===== config.mk =====
export PLATFORM = sky130hd
export DESIGN_NAME = i2cc_ctrl
export DESIGN_NICKNAME = d
export VERILOG_FILES = /design/src/hdl/i2cc_ctrl.v
export VERILOG_INCLUDE_DIRS = /design/src /design/src/hdl
export SDC_FILE = /design/constraint.sdc
export NUM_CORES = 1
export LEC_CHECK = 0
export ABC_CLOCK_PERIOD_IN_PS = 2200
export BUFFER_PORTS_ARGS = -buffer_cell sky130_fd_sc_hd__buf_4
export CORE_ASPECT_RATIO = 0.75
export CORE_MARGIN = 2
export CORE_UTILIZATION = 40
export CTS_CLUSTER_DIAMETER = 50
export DETAILED_ROUTE_END_ITERATION = 7
export SKIP_CTS_REPAIR_TIMING = 1
export SLEW_MARGIN = 20
export SYNTH_ARGS = -nofsm -noshare
export SYNTH_HDL_FRONTEND = slang
export SYNTH_SLANG_ARGS = --single-unit

===== constraint.sdc =====
create_clock -name mclk_i -period 2.2 [get_ports mclk_i]
set_input_delay 0.22 -clock mclk_i [delete_from_list [all_inputs] [get_ports mclk_i]]
set_output_delay 0.22 -clock mclk_i [all_outputs]
set_load 0.01 [all_outputs]

===== src/hdl/i2cc_regs.vh =====
`ifndef I2CC_REGS_VH
`define I2CC_REGS_VH
// ----------------------------------------------------------------
// Register byte offsets
// ----------------------------------------------------------------
`define I2CC_CON 8'h00
`define I2CC_STAT 8'h04
`define I2CC_MSK 8'h08
`define I2CC_TRN 8'h0c
`define I2CC_RCV 8'h10
`define I2CC_ADD 8'h14
`define I2CC_BRG 8'h18
// ----------------------------------------------------------------
// Control bit positions
// ----------------------------------------------------------------
`define I2CC_EN 15
`define I2CC_REL 12
`define I2CC_ACC 11
`define I2CC_A10 10
`define I2CC_GCE 7
`define I2CC_STR 6
`define I2CC_AKV 5
`define I2CC_AKS 4
`define I2CC_RXE 3
`define I2CC_STP 2
`define I2CC_RSR 1
`define I2CC_STA 0
// ----------------------------------------------------------------
// Status bit positions
// ----------------------------------------------------------------
`define I2CC_ACKST 15
`define I2CC_TRST 14
`define I2CC_BCL 10
`define I2CC_GCST 9
`define I2CC_TEN_BIT_MATCH 8
`define I2CC_WRITE_COLLISION 7
`define I2CC_ROV 6
`define I2CC_DA 5
`define I2CC_PS 4
`define I2CC_SS 3
`define I2CC_RW 2
`define I2CC_RBF 1
`define I2CC_TBF 0
// ----------------------------------------------------------------
// Reset values and constants
// ----------------------------------------------------------------
`define I2CC_CON_RST 16'h1000
`define I2CC_CON_WMASK 16'hbfff
`define I2CC_BRG_RST 16'h0031
`define I2CC_GC_ADDR 8'h00
`define I2CC_HDR10 5'h1e
`endif


===== src/hdl/i2cc_ctrl.v =====
`include "i2cc_regs.vh"
`default_nettype none
// Functional notes
// RQ1 - Clear release holds clock low as slave
// RQ2 - Release writable; cleared at slave transmit start
// RQ3 - Accept-all mode acknowledges every address
// RQ4 - Width select picks 10-bit or 7-bit address
// RQ5 - General call acknowledged when enabled, and also in accept-all mode or on an own-address match
// RQ6 - Acknowledge sequence sends chosen value, self-clears
// RQ7 - Receive enable takes one byte, self-clears
// RQ8 - Stop request makes Stop, self-clears
// RQ9 - Repeated start request makes it, self-clears
// RQ10 - Start request makes Start, self-clears
// RQ11 - Ack status updated after slave acknowledge
// RQ12 - Transmit busy across eight bits plus ack
// RQ13 - Collision sets sticky flag until software clears
// RQ14 - General call flag set on match, Stop clears
// RQ15 - Ten-bit match on second byte, Stop clears
// RQ16 - Transmit write while busy fails, flags collision
// RQ17 - Byte into full holding register flags overflow
// RQ18 - Data/address flag: clear on match, set data
// RQ19 - Read/write flag taken from address byte
// RQ20 - Start-seen and stop-seen show last condition
// RQ21 - Receive full and transmit full flag tracking
// RQ22 - Mask bits exempt address bits from matching
// RQ23 - Software issues one master sequence at a time
module i2cc_ctrl (
  input wire mclk_i,
  input wire rst_i,
  input wire psel_i,
  input wire penable_i,
  input wire pwrite_i,
  input wire [7:0] paddr_i,
  input wire [31:0] pwdata_i,
  output reg [31:0] prdata_o,
  output wire pready_o,
  output wire pslverr_o,
  input wire scl_i,
  output wire scl_o,
  output wire scl_oe_o,
  input wire sda_i,
  output wire sda_o,
  output wire sda_oe_o
);
  localparam M_IDLE = 3'd0;
  localparam M_START = 3'd1;
  localparam M_RSTRT = 3'd2;
  localparam M_STOP = 3'd3;
  localparam M_BIT = 3'd4;
  localparam MD_TX = 2'd0;
  localparam MD_RX = 2'd1;
  localparam MD_ACK = 2'd2;
  localparam S_IDLE = 3'd0;
  localparam S_ADDR = 3'd1;
  localparam S_ADR2 = 3'd2;
  localparam S_RX = 3'd3;
  localparam S_ACK = 3'd4;
  localparam S_TX = 3'd5;

  reg [15:0] con;
  reg [9:0] msk;
  reg [9:0] own;
  reg [15:0] brg;
  reg [7:0] trn;
  reg [7:0] rcv;
  reg ackst, trst, bus_collision, gcst, ten_bit_match, write_collision, rov;
  reg d_a, p_seen, s_seen, r_w, receive_full, transmit_full;
  reg scl_m, scl_s, scl_p, sda_m, sda_s, sda_p;
  reg [2:0] mst;
  reg [1:0] q;
  reg [1:0] mmode;
  reg [3:0] mbit;
  reg [7:0] msh;
  reg [15:0] mcnt;
  reg m_sda, m_scl, is_mst;
  reg [2:0] sst;
  reg [2:0] snext;
  reg [3:0] bcnt;
  reg [7:0] rsr;
  reg s_sda, s_scl, mack;
  reg [15:0] stat_w;
  reg [31:0] rdv;

  // ----------------------------------------------------------------
  // Bus conditions and APB decode
  // ----------------------------------------------------------------
  wire start_det = scl_s & scl_p & sda_p & ~sda_s;
  wire stop_det = scl_s & scl_p & ~sda_p & sda_s;
  wire s_rise = scl_s & ~scl_p;
  wire s_fall = ~scl_s & scl_p;
  wire acc = psel_i & penable_i;
  wire wr = acc & pwrite_i;
  wire rd = acc & ~pwrite_i;
  wire hit = (paddr_i == `I2CC_CON) | (paddr_i == `I2CC_STAT) |
             (paddr_i == `I2CC_MSK) | (paddr_i == `I2CC_TRN) |
             (paddr_i == `I2CC_RCV) | (paddr_i == `I2CC_ADD) |
             (paddr_i == `I2CC_BRG);
  wire busy = (mst != M_IDLE) | transmit_full | (con[4:0] != 5'h00);
  // Waiting for a stretched clock freezes the quarter-bit timer
  wire stall = (mst != M_IDLE) & (q == 2'd2) & ~scl_s & ~m_scl;
  wire tick = (mcnt == brg) & ~stall;
  wire bitv = (mmode == MD_TX) ? ((mbit == 4'd8) | msh[7]) :
              (mmode == MD_RX) ? 1'b1 : con[`I2CC_AKV];
  wire [3:0] mlast = (mmode == MD_TX) ? 4'd8 :
                     (mmode == MD_RX) ? 4'd7 : 4'd0;
  wire gc_hit = con[`I2CC_GCE] & (rsr == `I2CC_GC_ADDR); // [RQ5]
  wire hit7 = ~con[`I2CC_A10] &
              (((rsr[7:1] ^ own[6:0]) & ~msk[6:0]) == 7'h00); // [RQ22]
  wire hdr10 = con[`I2CC_A10] & (rsr[7:3] == `I2CC_HDR10) &
               (((rsr[2:1] ^ own[9:8]) & ~msk[9:8]) == 2'h0); // [RQ4]
  wire hit10 = ((rsr ^ own[7:0]) & ~msk[7:0]) == 8'h00; // [RQ22]
  wire adr_ok = con[`I2CC_ACC] | gc_hit | hit7 |
                (hdr10 & (~rsr[0] | ten_bit_match)); // [RQ3]

  assign pready_o = 1'b1;
  assign pslverr_o = acc & ~hit;
  assign scl_o = 1'b0;
  assign sda_o = 1'b0;
  assign scl_oe_o = m_scl | s_scl; // [RQ1]
  assign sda_oe_o = m_sda | s_sda;

  always @*
  begin
    stat_w = 16'h0000;
    stat_w[`I2CC_ACKST] = ackst;
    stat_w[`I2CC_TRST] = trst;
    stat_w[`I2CC_BCL] = bus_collision;
    stat_w[`I2CC_GCST] = gcst;
    stat_w[`I2CC_TEN_BIT_MATCH] = ten_bit_match;
    stat_w[`I2CC_WRITE_COLLISION] = write_collision;
    stat_w[`I2CC_ROV] = rov;
    stat_w[`I2CC_DA] = d_a;
    stat_w[`I2CC_PS] = p_seen;
    stat_w[`I2CC_SS] = s_seen;
    stat_w[`I2CC_RW] = r_w;
    stat_w[`I2CC_RBF] = receive_full;
    stat_w[`I2CC_TBF] = transmit_full;
  end

  always @*
  begin
    case (paddr_i)
      `I2CC_CON: rdv = {16'h0000, con};
      `I2CC_STAT: rdv = {16'h0000, stat_w};
      `I2CC_MSK: rdv = {22'h00_0000, msk};
      `I2CC_TRN: rdv = {24'h00_0000, trn};
      `I2CC_RCV: rdv = {24'h00_0000, rcv};
      `I2CC_ADD: rdv = {22'h00_0000, own};
      `I2CC_BRG: rdv = {16'h0000, brg};
      default: rdv = 32'h0000_0000;
    endcase
  end

  // ----------------------------------------------------------------
  // Pin synchronisers
  // ----------------------------------------------------------------
  always @(posedge mclk_i)
  begin
    if (rst_i)
    begin
      scl_m <= 1'b1;
      scl_s <= 1'b1;
      scl_p <= 1'b1;
      sda_m <= 1'b1;
      sda_s <= 1'b1;
      sda_p <= 1'b1;
    end
    else
    begin
      scl_m <= scl_i;
      scl_s <= scl_m;
      scl_p <= scl_s;
      sda_m <= sda_i;
      sda_s <= sda_m;
      sda_p <= sda_s;
    end
  end

  // ----------------------------------------------------------------
  // Registers, master sequencer and slave engine
  // ----------------------------------------------------------------
  // Software clears come first so a same-cycle hardware set wins
  always @(posedge mclk_i)
  begin
    if (rst_i)
    begin
      con <= `I2CC_CON_RST;
      msk <= 10'h000;
      own <= 10'h000;
      brg <= `I2CC_BRG_RST;
      trn <= 8'h00;
      rcv <= 8'h00;
      {ackst, trst, bus_collision, gcst, ten_bit_match, write_collision, rov} <= 7'h00;
      {d_a, p_seen, s_seen, r_w, receive_full, transmit_full} <= 6'h00;
      prdata_o <= 32'h0000_0000;
      mst <= M_IDLE;
      q <= 2'd0;
      mmode <= MD_TX;
      mbit <= 4'd0;
      msh <= 8'h00;
      mcnt <= 16'h0000;
      {m_sda, m_scl, is_mst} <= 3'b000;
      sst <= S_IDLE;
      snext <= S_IDLE;
      bcnt <= 4'd0;
      rsr <= 8'h00;
      {s_sda, s_scl, mack} <= 3'b000;
    end
    else
    begin
      if (psel_i & ~penable_i)
        prdata_o <= rdv;
      if (wr & (paddr_i == `I2CC_STAT))
      begin
        if (~pwdata_i[`I2CC_BCL])
          bus_collision <= 1'b0;
        if (~pwdata_i[`I2CC_WRITE_COLLISION])
          write_collision <= 1'b0;
        if (~pwdata_i[`I2CC_ROV])
          rov <= 1'b0;
      end
      if (rd & (paddr_i == `I2CC_RCV))
        receive_full <= 1'b0; // [RQ21]
      if (start_det)
      begin
        s_seen <= 1'b1; // [RQ20]
        p_seen <= 1'b0;
      end
      if (stop_det)
      begin
        p_seen <= 1'b1; // [RQ20]
        s_seen <= 1'b0;
        gcst <= 1'b0; // [RQ14]
        ten_bit_match <= 1'b0; // [RQ15]
      end
      mcnt <= (mst == M_IDLE || tick) ? 16'h0000 :
              (stall ? mcnt : mcnt + 16'h0001);
      if (~con[`I2CC_EN])
      begin
        mst <= M_IDLE;
        sst <= S_IDLE;
        {m_sda, m_scl, is_mst, s_sda, s_scl} <= 5'h00;
      end
      else
      begin
        if (mst == M_IDLE)
        begin
          q <= 2'd0;
          mbit <= 4'd0;
          if (con[`I2CC_STA])
          begin
            if (~scl_s | ~sda_s)
            begin
              bus_collision <= 1'b1; // [RQ13]
              con[`I2CC_STA] <= 1'b0;
            end
            else
              mst <= M_START;
          end
          else if (con[`I2CC_RSR])
            mst <= M_RSTRT;
          else if (con[`I2CC_STP])
            mst <= M_STOP;
          else if (con[`I2CC_RXE])
          begin
            mst <= M_BIT; // [RQ7]
            mmode <= MD_RX;
          end
          else if (con[`I2CC_AKS])
          begin
            mst <= M_BIT; // [RQ6]
            mmode <= MD_ACK;
          end
        end
        else if (tick)
        begin
          q <= q + 2'd1;
          case (mst)
            M_START:
              if (q == 2'd0)
                m_sda <= 1'b1; // [RQ10]
              else
              begin
                m_scl <= 1'b1;
                con[`I2CC_STA] <= 1'b0; // [RQ10]
                is_mst <= 1'b1;
                mst <= M_IDLE;
              end
            M_RSTRT:
              case (q)
                2'd0: m_sda <= 1'b0; // [RQ9]
                2'd1: m_scl <= 1'b0;
                2'd2: m_sda <= 1'b1;
                default:
                begin
                  m_scl <= 1'b1;
                  con[`I2CC_RSR] <= 1'b0; // [RQ9]
                  is_mst <= 1'b1;
                  mst <= M_IDLE;
                end
              endcase
            M_STOP:
              case (q)
                2'd0: m_sda <= 1'b1; // [RQ8]
                2'd1: m_scl <= 1'b0;
                default:
                begin
                  m_sda <= 1'b0;
                  con[`I2CC_STP] <= 1'b0; // [RQ8]
                  is_mst <= 1'b0;
                  mst <= M_IDLE;
                end
              endcase
            M_BIT:
              case (q)
                2'd0: m_sda <= ~bitv; // [RQ6]
                2'd1: m_scl <= 1'b0;
                2'd2:
                begin
                  msh <= {msh[6:0], sda_s};
                  // Lost arbitration: we released data, someone pulled
                  if (mmode == MD_TX && mbit < 4'd8 && ~m_sda && ~sda_s)
                  begin
                    bus_collision <= 1'b1; // [RQ13]
                    {m_sda, m_scl, is_mst, trst, transmit_full} <= 5'h00;
                    mst <= M_IDLE;
                  end
                end
                default:
                begin
                  m_scl <= 1'b1;
                  mbit <= mbit + 4'd1;
                  if (mbit == mlast)
                  begin
                    mst <= M_IDLE;
                    m_sda <= 1'b0;
                    if (mmode == MD_TX)
                    begin
                      ackst <= msh[0]; // [RQ11]
                      trst <= 1'b0; // [RQ12]
                      transmit_full <= 1'b0; // [RQ21]
                    end
                    else if (mmode == MD_RX)
                    begin
                      con[`I2CC_RXE] <= 1'b0; // [RQ7]
                      if (receive_full)
                        rov <= 1'b1; // [RQ17]
                      else
                      begin
                        rcv <= msh;
                        receive_full <= 1'b1; // [RQ21]
                      end
                    end
                    else
                      con[`I2CC_AKS] <= 1'b0; // [RQ6]
                  end
                end
              endcase
            default: mst <= M_IDLE;
          endcase
        end
        if (is_mst)
          sst <= S_IDLE;
        else if (start_det)
        begin
          sst <= S_ADDR;
          bcnt <= 4'd0;
          s_sda <= 1'b0;
        end
        else if (stop_det)
        begin
          sst <= S_IDLE;
          s_sda <= 1'b0;
        end
        else if (s_rise)
        begin
          if (sst == S_ADDR || sst == S_ADR2 || sst == S_RX)
          begin
            rsr <= {rsr[6:0], sda_s};
            bcnt <= bcnt + 4'd1;
          end
          else if (sst == S_TX)
          begin
            bcnt <= bcnt + 4'd1;
            if (bcnt == 4'd8)
              mack <= sda_s;
          end
        end
        else if (s_fall)
          case (sst)
            S_ADDR, S_ADR2, S_RX:
              if (bcnt == 4'd8)
              begin
                bcnt <= 4'd0;
                sst <= S_ACK;
                snext <= S_RX;
                if (sst == S_ADDR)
                begin
                  if (adr_ok)
                  begin
                    s_sda <= 1'b1; // [RQ3]
                    d_a <= 1'b0; // [RQ18]
                    r_w <= rsr[0]; // [RQ19]
                    if (gc_hit)
                      gcst <= 1'b1; // [RQ14]
                    if (rsr[0])
                      snext <= S_TX;
                    else if (hdr10 & ~con[`I2CC_ACC])
                      snext <= S_ADR2; // [RQ4]
                  end
                  else
                    sst <= S_IDLE;
                end
                else if (sst == S_ADR2)
                begin
                  if (hit10)
                  begin
                    s_sda <= 1'b1;
                    ten_bit_match <= 1'b1; // [RQ15]
                    d_a <= 1'b0; // [RQ18]
                  end
                  else
                    sst <= S_IDLE;
                end
                else
                begin
                  d_a <= 1'b1; // [RQ18]
                  s_sda <= ~receive_full;
                  if (receive_full)
                    rov <= 1'b1; // [RQ17]
                  else
                  begin
                    rcv <= rsr;
                    receive_full <= 1'b1; // [RQ21]
                  end
                end
              end
            S_ACK:
            begin
              s_sda <= 1'b0;
              sst <= snext;
              if (snext == S_TX)
                con[`I2CC_REL] <= 1'b0; // [RQ2]
            end
            S_TX:
              if (bcnt == 4'd8)
                transmit_full <= 1'b0; // [RQ21]
              else if (bcnt == 4'd9)
              begin
                bcnt <= 4'd0;
                if (mack)
                  sst <= S_IDLE;
                else
                  con[`I2CC_REL] <= 1'b0; // [RQ2]
              end
            default: sst <= S_IDLE;
          endcase
        // Data changes only while the clock is low
        if (sst == S_TX && ~scl_s)
          s_sda <= (bcnt < 4'd8) & ~trn[3'd7 - bcnt[2:0]];
        s_scl <= ~con[`I2CC_REL] & (sst != S_IDLE) & (sst != S_ADDR) &
                 (~scl_s | s_scl); // [RQ1]
      end
      if (wr)
        case (paddr_i)
          `I2CC_CON:
          begin
            con <= pwdata_i[15:0] & `I2CC_CON_WMASK;
            // Without stretching a zero write to release is ignored
            con[`I2CC_REL] <= pwdata_i[`I2CC_STR] ? pwdata_i[`I2CC_REL] :
                              (pwdata_i[`I2CC_REL] | con[`I2CC_REL]); // [RQ2]
          end
          `I2CC_MSK: msk <= pwdata_i[9:0];
          `I2CC_ADD: own <= pwdata_i[9:0];
          `I2CC_BRG: brg <= pwdata_i[15:0];
          `I2CC_TRN:
            if (busy)
              write_collision <= 1'b1; // [RQ16]
            else
            begin
              trn <= pwdata_i[7:0];
              transmit_full <= 1'b1; // [RQ21]
              if (is_mst)
              begin
                mst <= M_BIT;
                mmode <= MD_TX;
                msh <= pwdata_i[7:0];
                trst <= 1'b1; // [RQ12]
              end
            end
          default: ;
        endcase
    end
  end
endmodule
`default_nettype wire


# Yosys cells after proc, flatten, opt, wreduce, memory -nomap -nowiden
# Index checks and enable logic that the tools add are counted.
# word_totals
reg_bits,177
out_inout_bits,38
wordCells,525
input_bits,47
# classes
n_eq_ne,62
n_addsub,5
n_lt_le_gt_ge,3
n_bitwise,81
mux,274
n_reduce_logical,56
# op_table
cell,n
$mux W8,27
$mux W1,163
$pmux W16 S7,1
$mux W3,30
$mux W4,15
$mux W2,17
$ne A2 B2 Y1 const B,16
$reduce_and A8 Y1,4
$and A1 B1 Y1,28
$mux W13,2
$not A1 Y1,26
$eq A8 B5 Y1 const B,3
$logic_not A8 Y1,3
$ne A4 B4 Y1 const B,6
$reduce_and A10 Y1,2
$or A1 B1 Y1,18
$reduce_and A6 Y1,3
$reduce_and A9 Y1,2
$add A16 B1 Y16 const B,1
$eq A16 B16 Y1,1
$eq A8 B4 Y1 const B,2
$pmux W1 S2,7
$reduce_and A7 Y1,2
$eq A3 B2 Y1 const B,4
other kinds (53),98

# Longest topological paths before layout
# depth
ltp_word,23
mapped_depth,11
ltp_nobuf,8

# Least setup slack after synthesis
# OpenSTA, ideal clock, no wires.
# synth_timing
path_kind,flip-flop to flip-flop
startpoint,register q[0]
endpoint,register mcnt[10]
setup_ps,64
setup_slack_ps,-100
path_stages_with_launch,12
arrival_ps,2236
cell_sequence,dfxtp_1 > inv_1 > ha_1 > or3b_2 > nand2b_4 > buf_6 > and2_1 > buf_4 > a21oi_1 > nand2_1 > buf_2 > nor2_1
# synth_between
elab_chain_cells,8
# synth_rtl
item,line,text
start: declaration,i2cc_ctrl.v:70,reg [1:0] q;
start signal: assignment,i2cc_ctrl.v:277,q <= q + 2'd1;
$eq A2 B2 Y1 (*),i2cc_ctrl.v:100,wire stall = (mst != M_IDLE) & (q == 2'd2) & ~scl_s & ~m_scl;
$and A1 B1 Y1 (*) (3 in a row),i2cc_ctrl.v:100,
$not A1 Y1,i2cc_ctrl.v:101,wire tick = (mcnt == brg) & ~stall;
$and A1 B1 Y1,i2cc_ctrl.v:101,
$logic_or A1 B1 Y1,i2cc_ctrl.v:236,mcnt <= (mst == M_IDLE || tick) ? 16'h0000 :
$reduce_or A2 Y1 (no line),n/a,
end signal: assignment,i2cc_ctrl.v:236,
end: declaration,i2cc_ctrl.v:74,reg [15:0] mcnt;
# Mark *: on every way between the ends. The rest lies on a longest branch, timed or not.
# A chain may end at the register's enable or synchronous reset.

# Worst setup path after layout
# layout_timing
startpoint,register mmode[0]
endpoint,register rcv[2]
# layout_between
elab_chain_cells,19
elab_cells_between_ends,22
classes_between,eq/ne (2); mux (19); reduce/logical (1)
# layout_rtl
item,line,text
start: declaration,i2cc_ctrl.v:71,reg [1:0] mmode;
start signal: assignment,i2cc_ctrl.v:198,mmode <= MD_TX;
start signal: assignment,i2cc_ctrl.v:267,mmode <= MD_RX;
start signal: assignment,i2cc_ctrl.v:272,mmode <= MD_ACK;
$eq A2 B1 Y1,"i2cc_ctrl.v:105, i2cc_ctrl.v:343",
$mux W3,i2cc_ctrl.v:105,(mmode == MD_RX) ? 4'd7 : 4'd0;
$mux W4,i2cc_ctrl.v:104,wire [3:0] mlast = (mmode == MD_TX) ? 4'd8 :
$eq A4 B4 Y1,i2cc_ctrl.v:333,if (mbit == mlast)
$mux W8 (*),i2cc_ctrl.v:333,
$mux W8 (*),i2cc_ctrl.v:315,case (q)
$mux W8 (*),i2cc_ctrl.v:278,case (mst)
$mux W8 (*),i2cc_ctrl.v:275,else if (tick)
(+3 left out),n/a,
$mux W8,i2cc_ctrl.v:397,if (sst == S_ADDR)
$mux W8,i2cc_ctrl.v:392,if (bcnt == 4'd8)
$mux W8,i2cc_ctrl.v:390,case (sst)
$mux W8,i2cc_ctrl.v:389,else if (s_fall)
$mux W8,i2cc_ctrl.v:375,else if (s_rise)
$mux W8,i2cc_ctrl.v:370,else if (stop_det)
$mux W8,i2cc_ctrl.v:364,else if (start_det)
$mux W8 (*),i2cc_ctrl.v:362,if (is_mst)
end signal: assignment,i2cc_ctrl.v:350,rcv <= msh;
end signal: assignment,i2cc_ctrl.v:433,rcv <= rsr;
end: declaration,i2cc_ctrl.v:65,reg [7:0] rcv;
# Marks and branches as above.

==> results.sh <==
export IMPL_status="complete, but fails checks"
export IMPL_failed_checks="setup timing"
export IMPL_htree_levels=4
export IMPL_max_freq_ghz=0.449
export IMPL_grt_start_max_net_pins=86
export IMPL_final_nets=1258
export IMPL_fin_ws_ns=-0.0268
export IMPL_core_rowCount=46
export IMPL_hold_start="pwdata_i[12]"
export IMPL_fillCellCount=2017
export IMPL_drt_initial_drc_count=954
export IMPL_cts_sinks=161
export IMPL_cts_tree="yes"
export IMPL_syn_inst=1069
export IMPL_crit_fanout=8
export IMPL_cp_arrival_ns=2.54
export IMPL_rsz0062_at_grt="true"
export IMPL_clk_pin_slew_ns=0.07
export IMPL_dp_slack_ns=-0.190
export IMPL_ant_nets=0
export IMPL_die_x_um=175
export IMPL_io_buffers=49
export IMPL_final_util=0.517
export IMPL_core_area_mm2=0.0213
export IMPL_irDropWorstVdd_v=0.000534
export IMPL_cts_path_max_buffers=2
export IMPL_hold_path_class="primary input to flop"
export IMPL_leakagePower_nw=4.12
export IMPL_synth_ff_type="dfxtp_1"
export IMPL_period_share=1.01
export IMPL_layout_drive_gt1_share=0.247
export IMPL_area_sequential_mm2=0.00324
export IMPL_dieHeight_um=132
export IMPL_cap_violations=0
export IMPL_cts_buffers=17
export IMPL_wl_mm=30.0
export IMPL_clkLatencyLatePin_ns=0.44
export IMPL_grt_pass1_vias=7674
export IMPL_place_congestion=0.950
export IMPL_antenna_found_initial=1
export IMPL_seq_area_frac_synth=0.370
export IMPL_ios=85
export IMPL_start_util=0.410
export IMPL_r2r_start="mmode[0]"
export IMPL_fin_crit_ns=2.23
export IMPL_required_ns=2.51
export IMPL_syn_cell_area_mm2=0.00872
export IMPL_grt_overflow=0
export IMPL_wl_per_cell_um=20.0
export IMPL_vias=8558
export IMPL_grt_total_usage=0.255
export IMPL_hold_viol_final=0
export IMPL_worstMarginPinSlew_ns=0.637
export IMPL_grt_pass1_wl_mm=45.3
export IMPL_areaGrowthSynthToFinish_pct=26.3
export IMPL_synth_edf_count=0
export IMPL_vias_per_cell=5.70
export IMPL_maxSlewHeadroom=0.574
export IMPL_end_kind="flop"
export IMPL_skew_ns=0.0159
export IMPL_synth_async_reset_ratio=0
export IMPL_slew_violations=0
export IMPL_syn_area_per_cell_um2=8.16
export IMPL_ctsRootBufferMaster="clkbuf_16"
export IMPL_power_density_mw_per_mm2=564
export IMPL_yosys_warnings=0
export IMPL_dp_hpwl_mm=21.9
export IMPL_die_area_mm2=0.0230
export IMPL_multi_input_comb_area_mm2=0.00529
export IMPL_finalSetupViolCount=4
export IMPL_start_kind="flop"
export IMPL_ys_ff_latch=161
export IMPL_synth_cell_types=78
export IMPL_crit_start="mmode[0]"
export IMPL_crit_type="flop to flop"
export IMPL_power_total_mw=6.21
export IMPL_fin_setup_tns_ns=-0.0373
export IMPL_remaining_drc_errors=0
export IMPL_drt_pass1_iter_count=5
## synthesized netlist by cell type (4+ instances only)
| cell | instances | area, µm² |
|---|---|---|
| nor3_1 | 17 | 85.1 |
| nand3_1 | 27 | 135 |
| o2bb2ai_1 | 11 | 96.3 |
| o22ai_1 | 11 | 68.8 |
| mux2i_1 | 52 | 521 |
| a221o_1 | 4 | 40.0 |
| a221oi_1 | 9 | 78.8 |
| a21oi_1 | 96 | 480 |
| a22o_1 | 5 | 43.8 |
| buf_4 | 21 | 158 |
| nand2b_1 | 10 | 62.6 |
| and2_1 | 7 | 43.8 |
| o21a_1 | 4 | 30.0 |
| mux2_2 | 10 | 113 |
| nor2b_1 | 13 | 81.3 |
| a32oi_1 | 6 | 52.6 |
| ha_1 | 11 | 138 |
| a22oi_1 | 12 | 90.1 |
| nand4b_1 | 5 | 43.8 |
| o31a_1 | 4 | 35.0 |
| nor4_1 | 24 | 150 |
| or2_2 | 14 | 87.6 |
| o21ai_0 | 33 | 165 |
| o211ai_1 | 7 | 52.6 |
| inv_1 | 22 | 82.6 |
| or4_1 | 7 | 52.6 |
| nand2_1 | 136 | 510 |
| and3_1 | 10 | 62.6 |
| xnor2_1 | 23 | 201 |
| a31oi_1 | 4 | 25.0 |
| xor2_1 | 27 | 236 |
| buf_1 | 6 | 22.5 |
| buf_2 | 8 | 40.0 |
| dfxtp_1 | 161 | 3220 |
| or3_1 | 12 | 75.1 |
| clkbuf_1 | 53 | 199 |
| a32o_1 | 5 | 50.1 |
| nor3b_1 | 9 | 67.6 |
| nand4_1 | 14 | 87.6 |
| nor2_1 | 102 | 383 |
## critical path: stages, from the launching register on
cell,delay [ns]
dfxtp_2,0.36
nor2_4,0.05
ha_4,0.26
nand2_2,0.06
or4_4,0.43
or4_4,0.44
buf_8,0.17
a221oi_4,0.26
nor4_2,0.06
## cells by family after synthesis
logic type	synth area share
other	0.000861
xor gates and xnor gates	0.0502
adders and majority gates	0.0158
and+or+nand+nor	0.246
AOI/OAI and AO/OA	0.179
muxes	0.0803
buffers and inverters	0.0588
DFF	0.370
## state kept, by name (all words and copies together), names as in the netlist, 2 cells and up
| signal | flops |
|---|---|
| mcnt | 16 |
| rcv | 8 |
| sst | 3 |
| snext | 3 |
| mst | 3 |
| msh | 8 |
| own | 10 |
| mbit | 4 |
| msk | 10 |
| bcnt | 4 |
| rsr | 8 |
| con | 15 |
| mmode | 2 |
| brg | 16 |
| q | 2 |
| prdata_o | 16 |
| trn | 8 |
## final timing paths
check,to,slack [ns],depth (start not counted)
hold reg to reg,sda_s,0.41,1
setup reg to reg,rcv[2],-0.03,8
setup / recovery,rcv[2],-0.03,8
hold / removal,con[12],0.01,3
## area by class of cell
class,instances,area share
Antenna cell,1,0.000227
Clock inverter,13,0.0132
Timing Repair Buffer,184,0.133
Clock buffer,19,0.0393
Inverter,22,0.00773
Multi-Input combinational cell,814,0.480
Sequential cell,161,0.294
Tap cell,288,0.0327
## per-stage QoR
| stage | cells | cell area, µm² | hold slack [ns] |
|---|---|---|---|
| 4_1_cts | 1493 | 10700 | -0.0428 |
| 5_1_grt | 1501 | 11000 | 0.0290 |
| 6_report | 1502 | 11000 | 0.0122 |
| 2_1_floorplan | 1086 | 8810 | 0.324 |
| 3_5_place_dp | 1461 | 10100 | 0.404 |
| 3_3_place_gp | 1461 | 10100 | 0.404 |
## cell usage in the layout, fill, tap and decap left out, drive strengths merged, types with 20 or more instances in the layout
cell    synthesis  final
nor4           25     25
buf            36    181
o21ai          33     33
mux2i          52     52
clkbuf         53     20
nor2          103    103
a21oi          96     96
xnor2          23     23
dfxtp         161    161
inv            22     30
xor2           27     27
nand2         138    138
nand3          27     27
## layer usage
layer  GRT usage  routed length (µm)  up-vias
met5           0                   0        -
met4      0.0519                 403        0
met3      0.0735                3010       31
met2       0.345               12100      378
met1       0.394               14500     4090
li1            -                   -     4059
## power breakdown
part,leakage (nW),internal (mW),switching (mW)
registers,1.30,2.92,0.00861
clock network,0.282,1.61,1.38
logic,2.53,0.0946,0.196
Power figures use the tool's default switching activity.
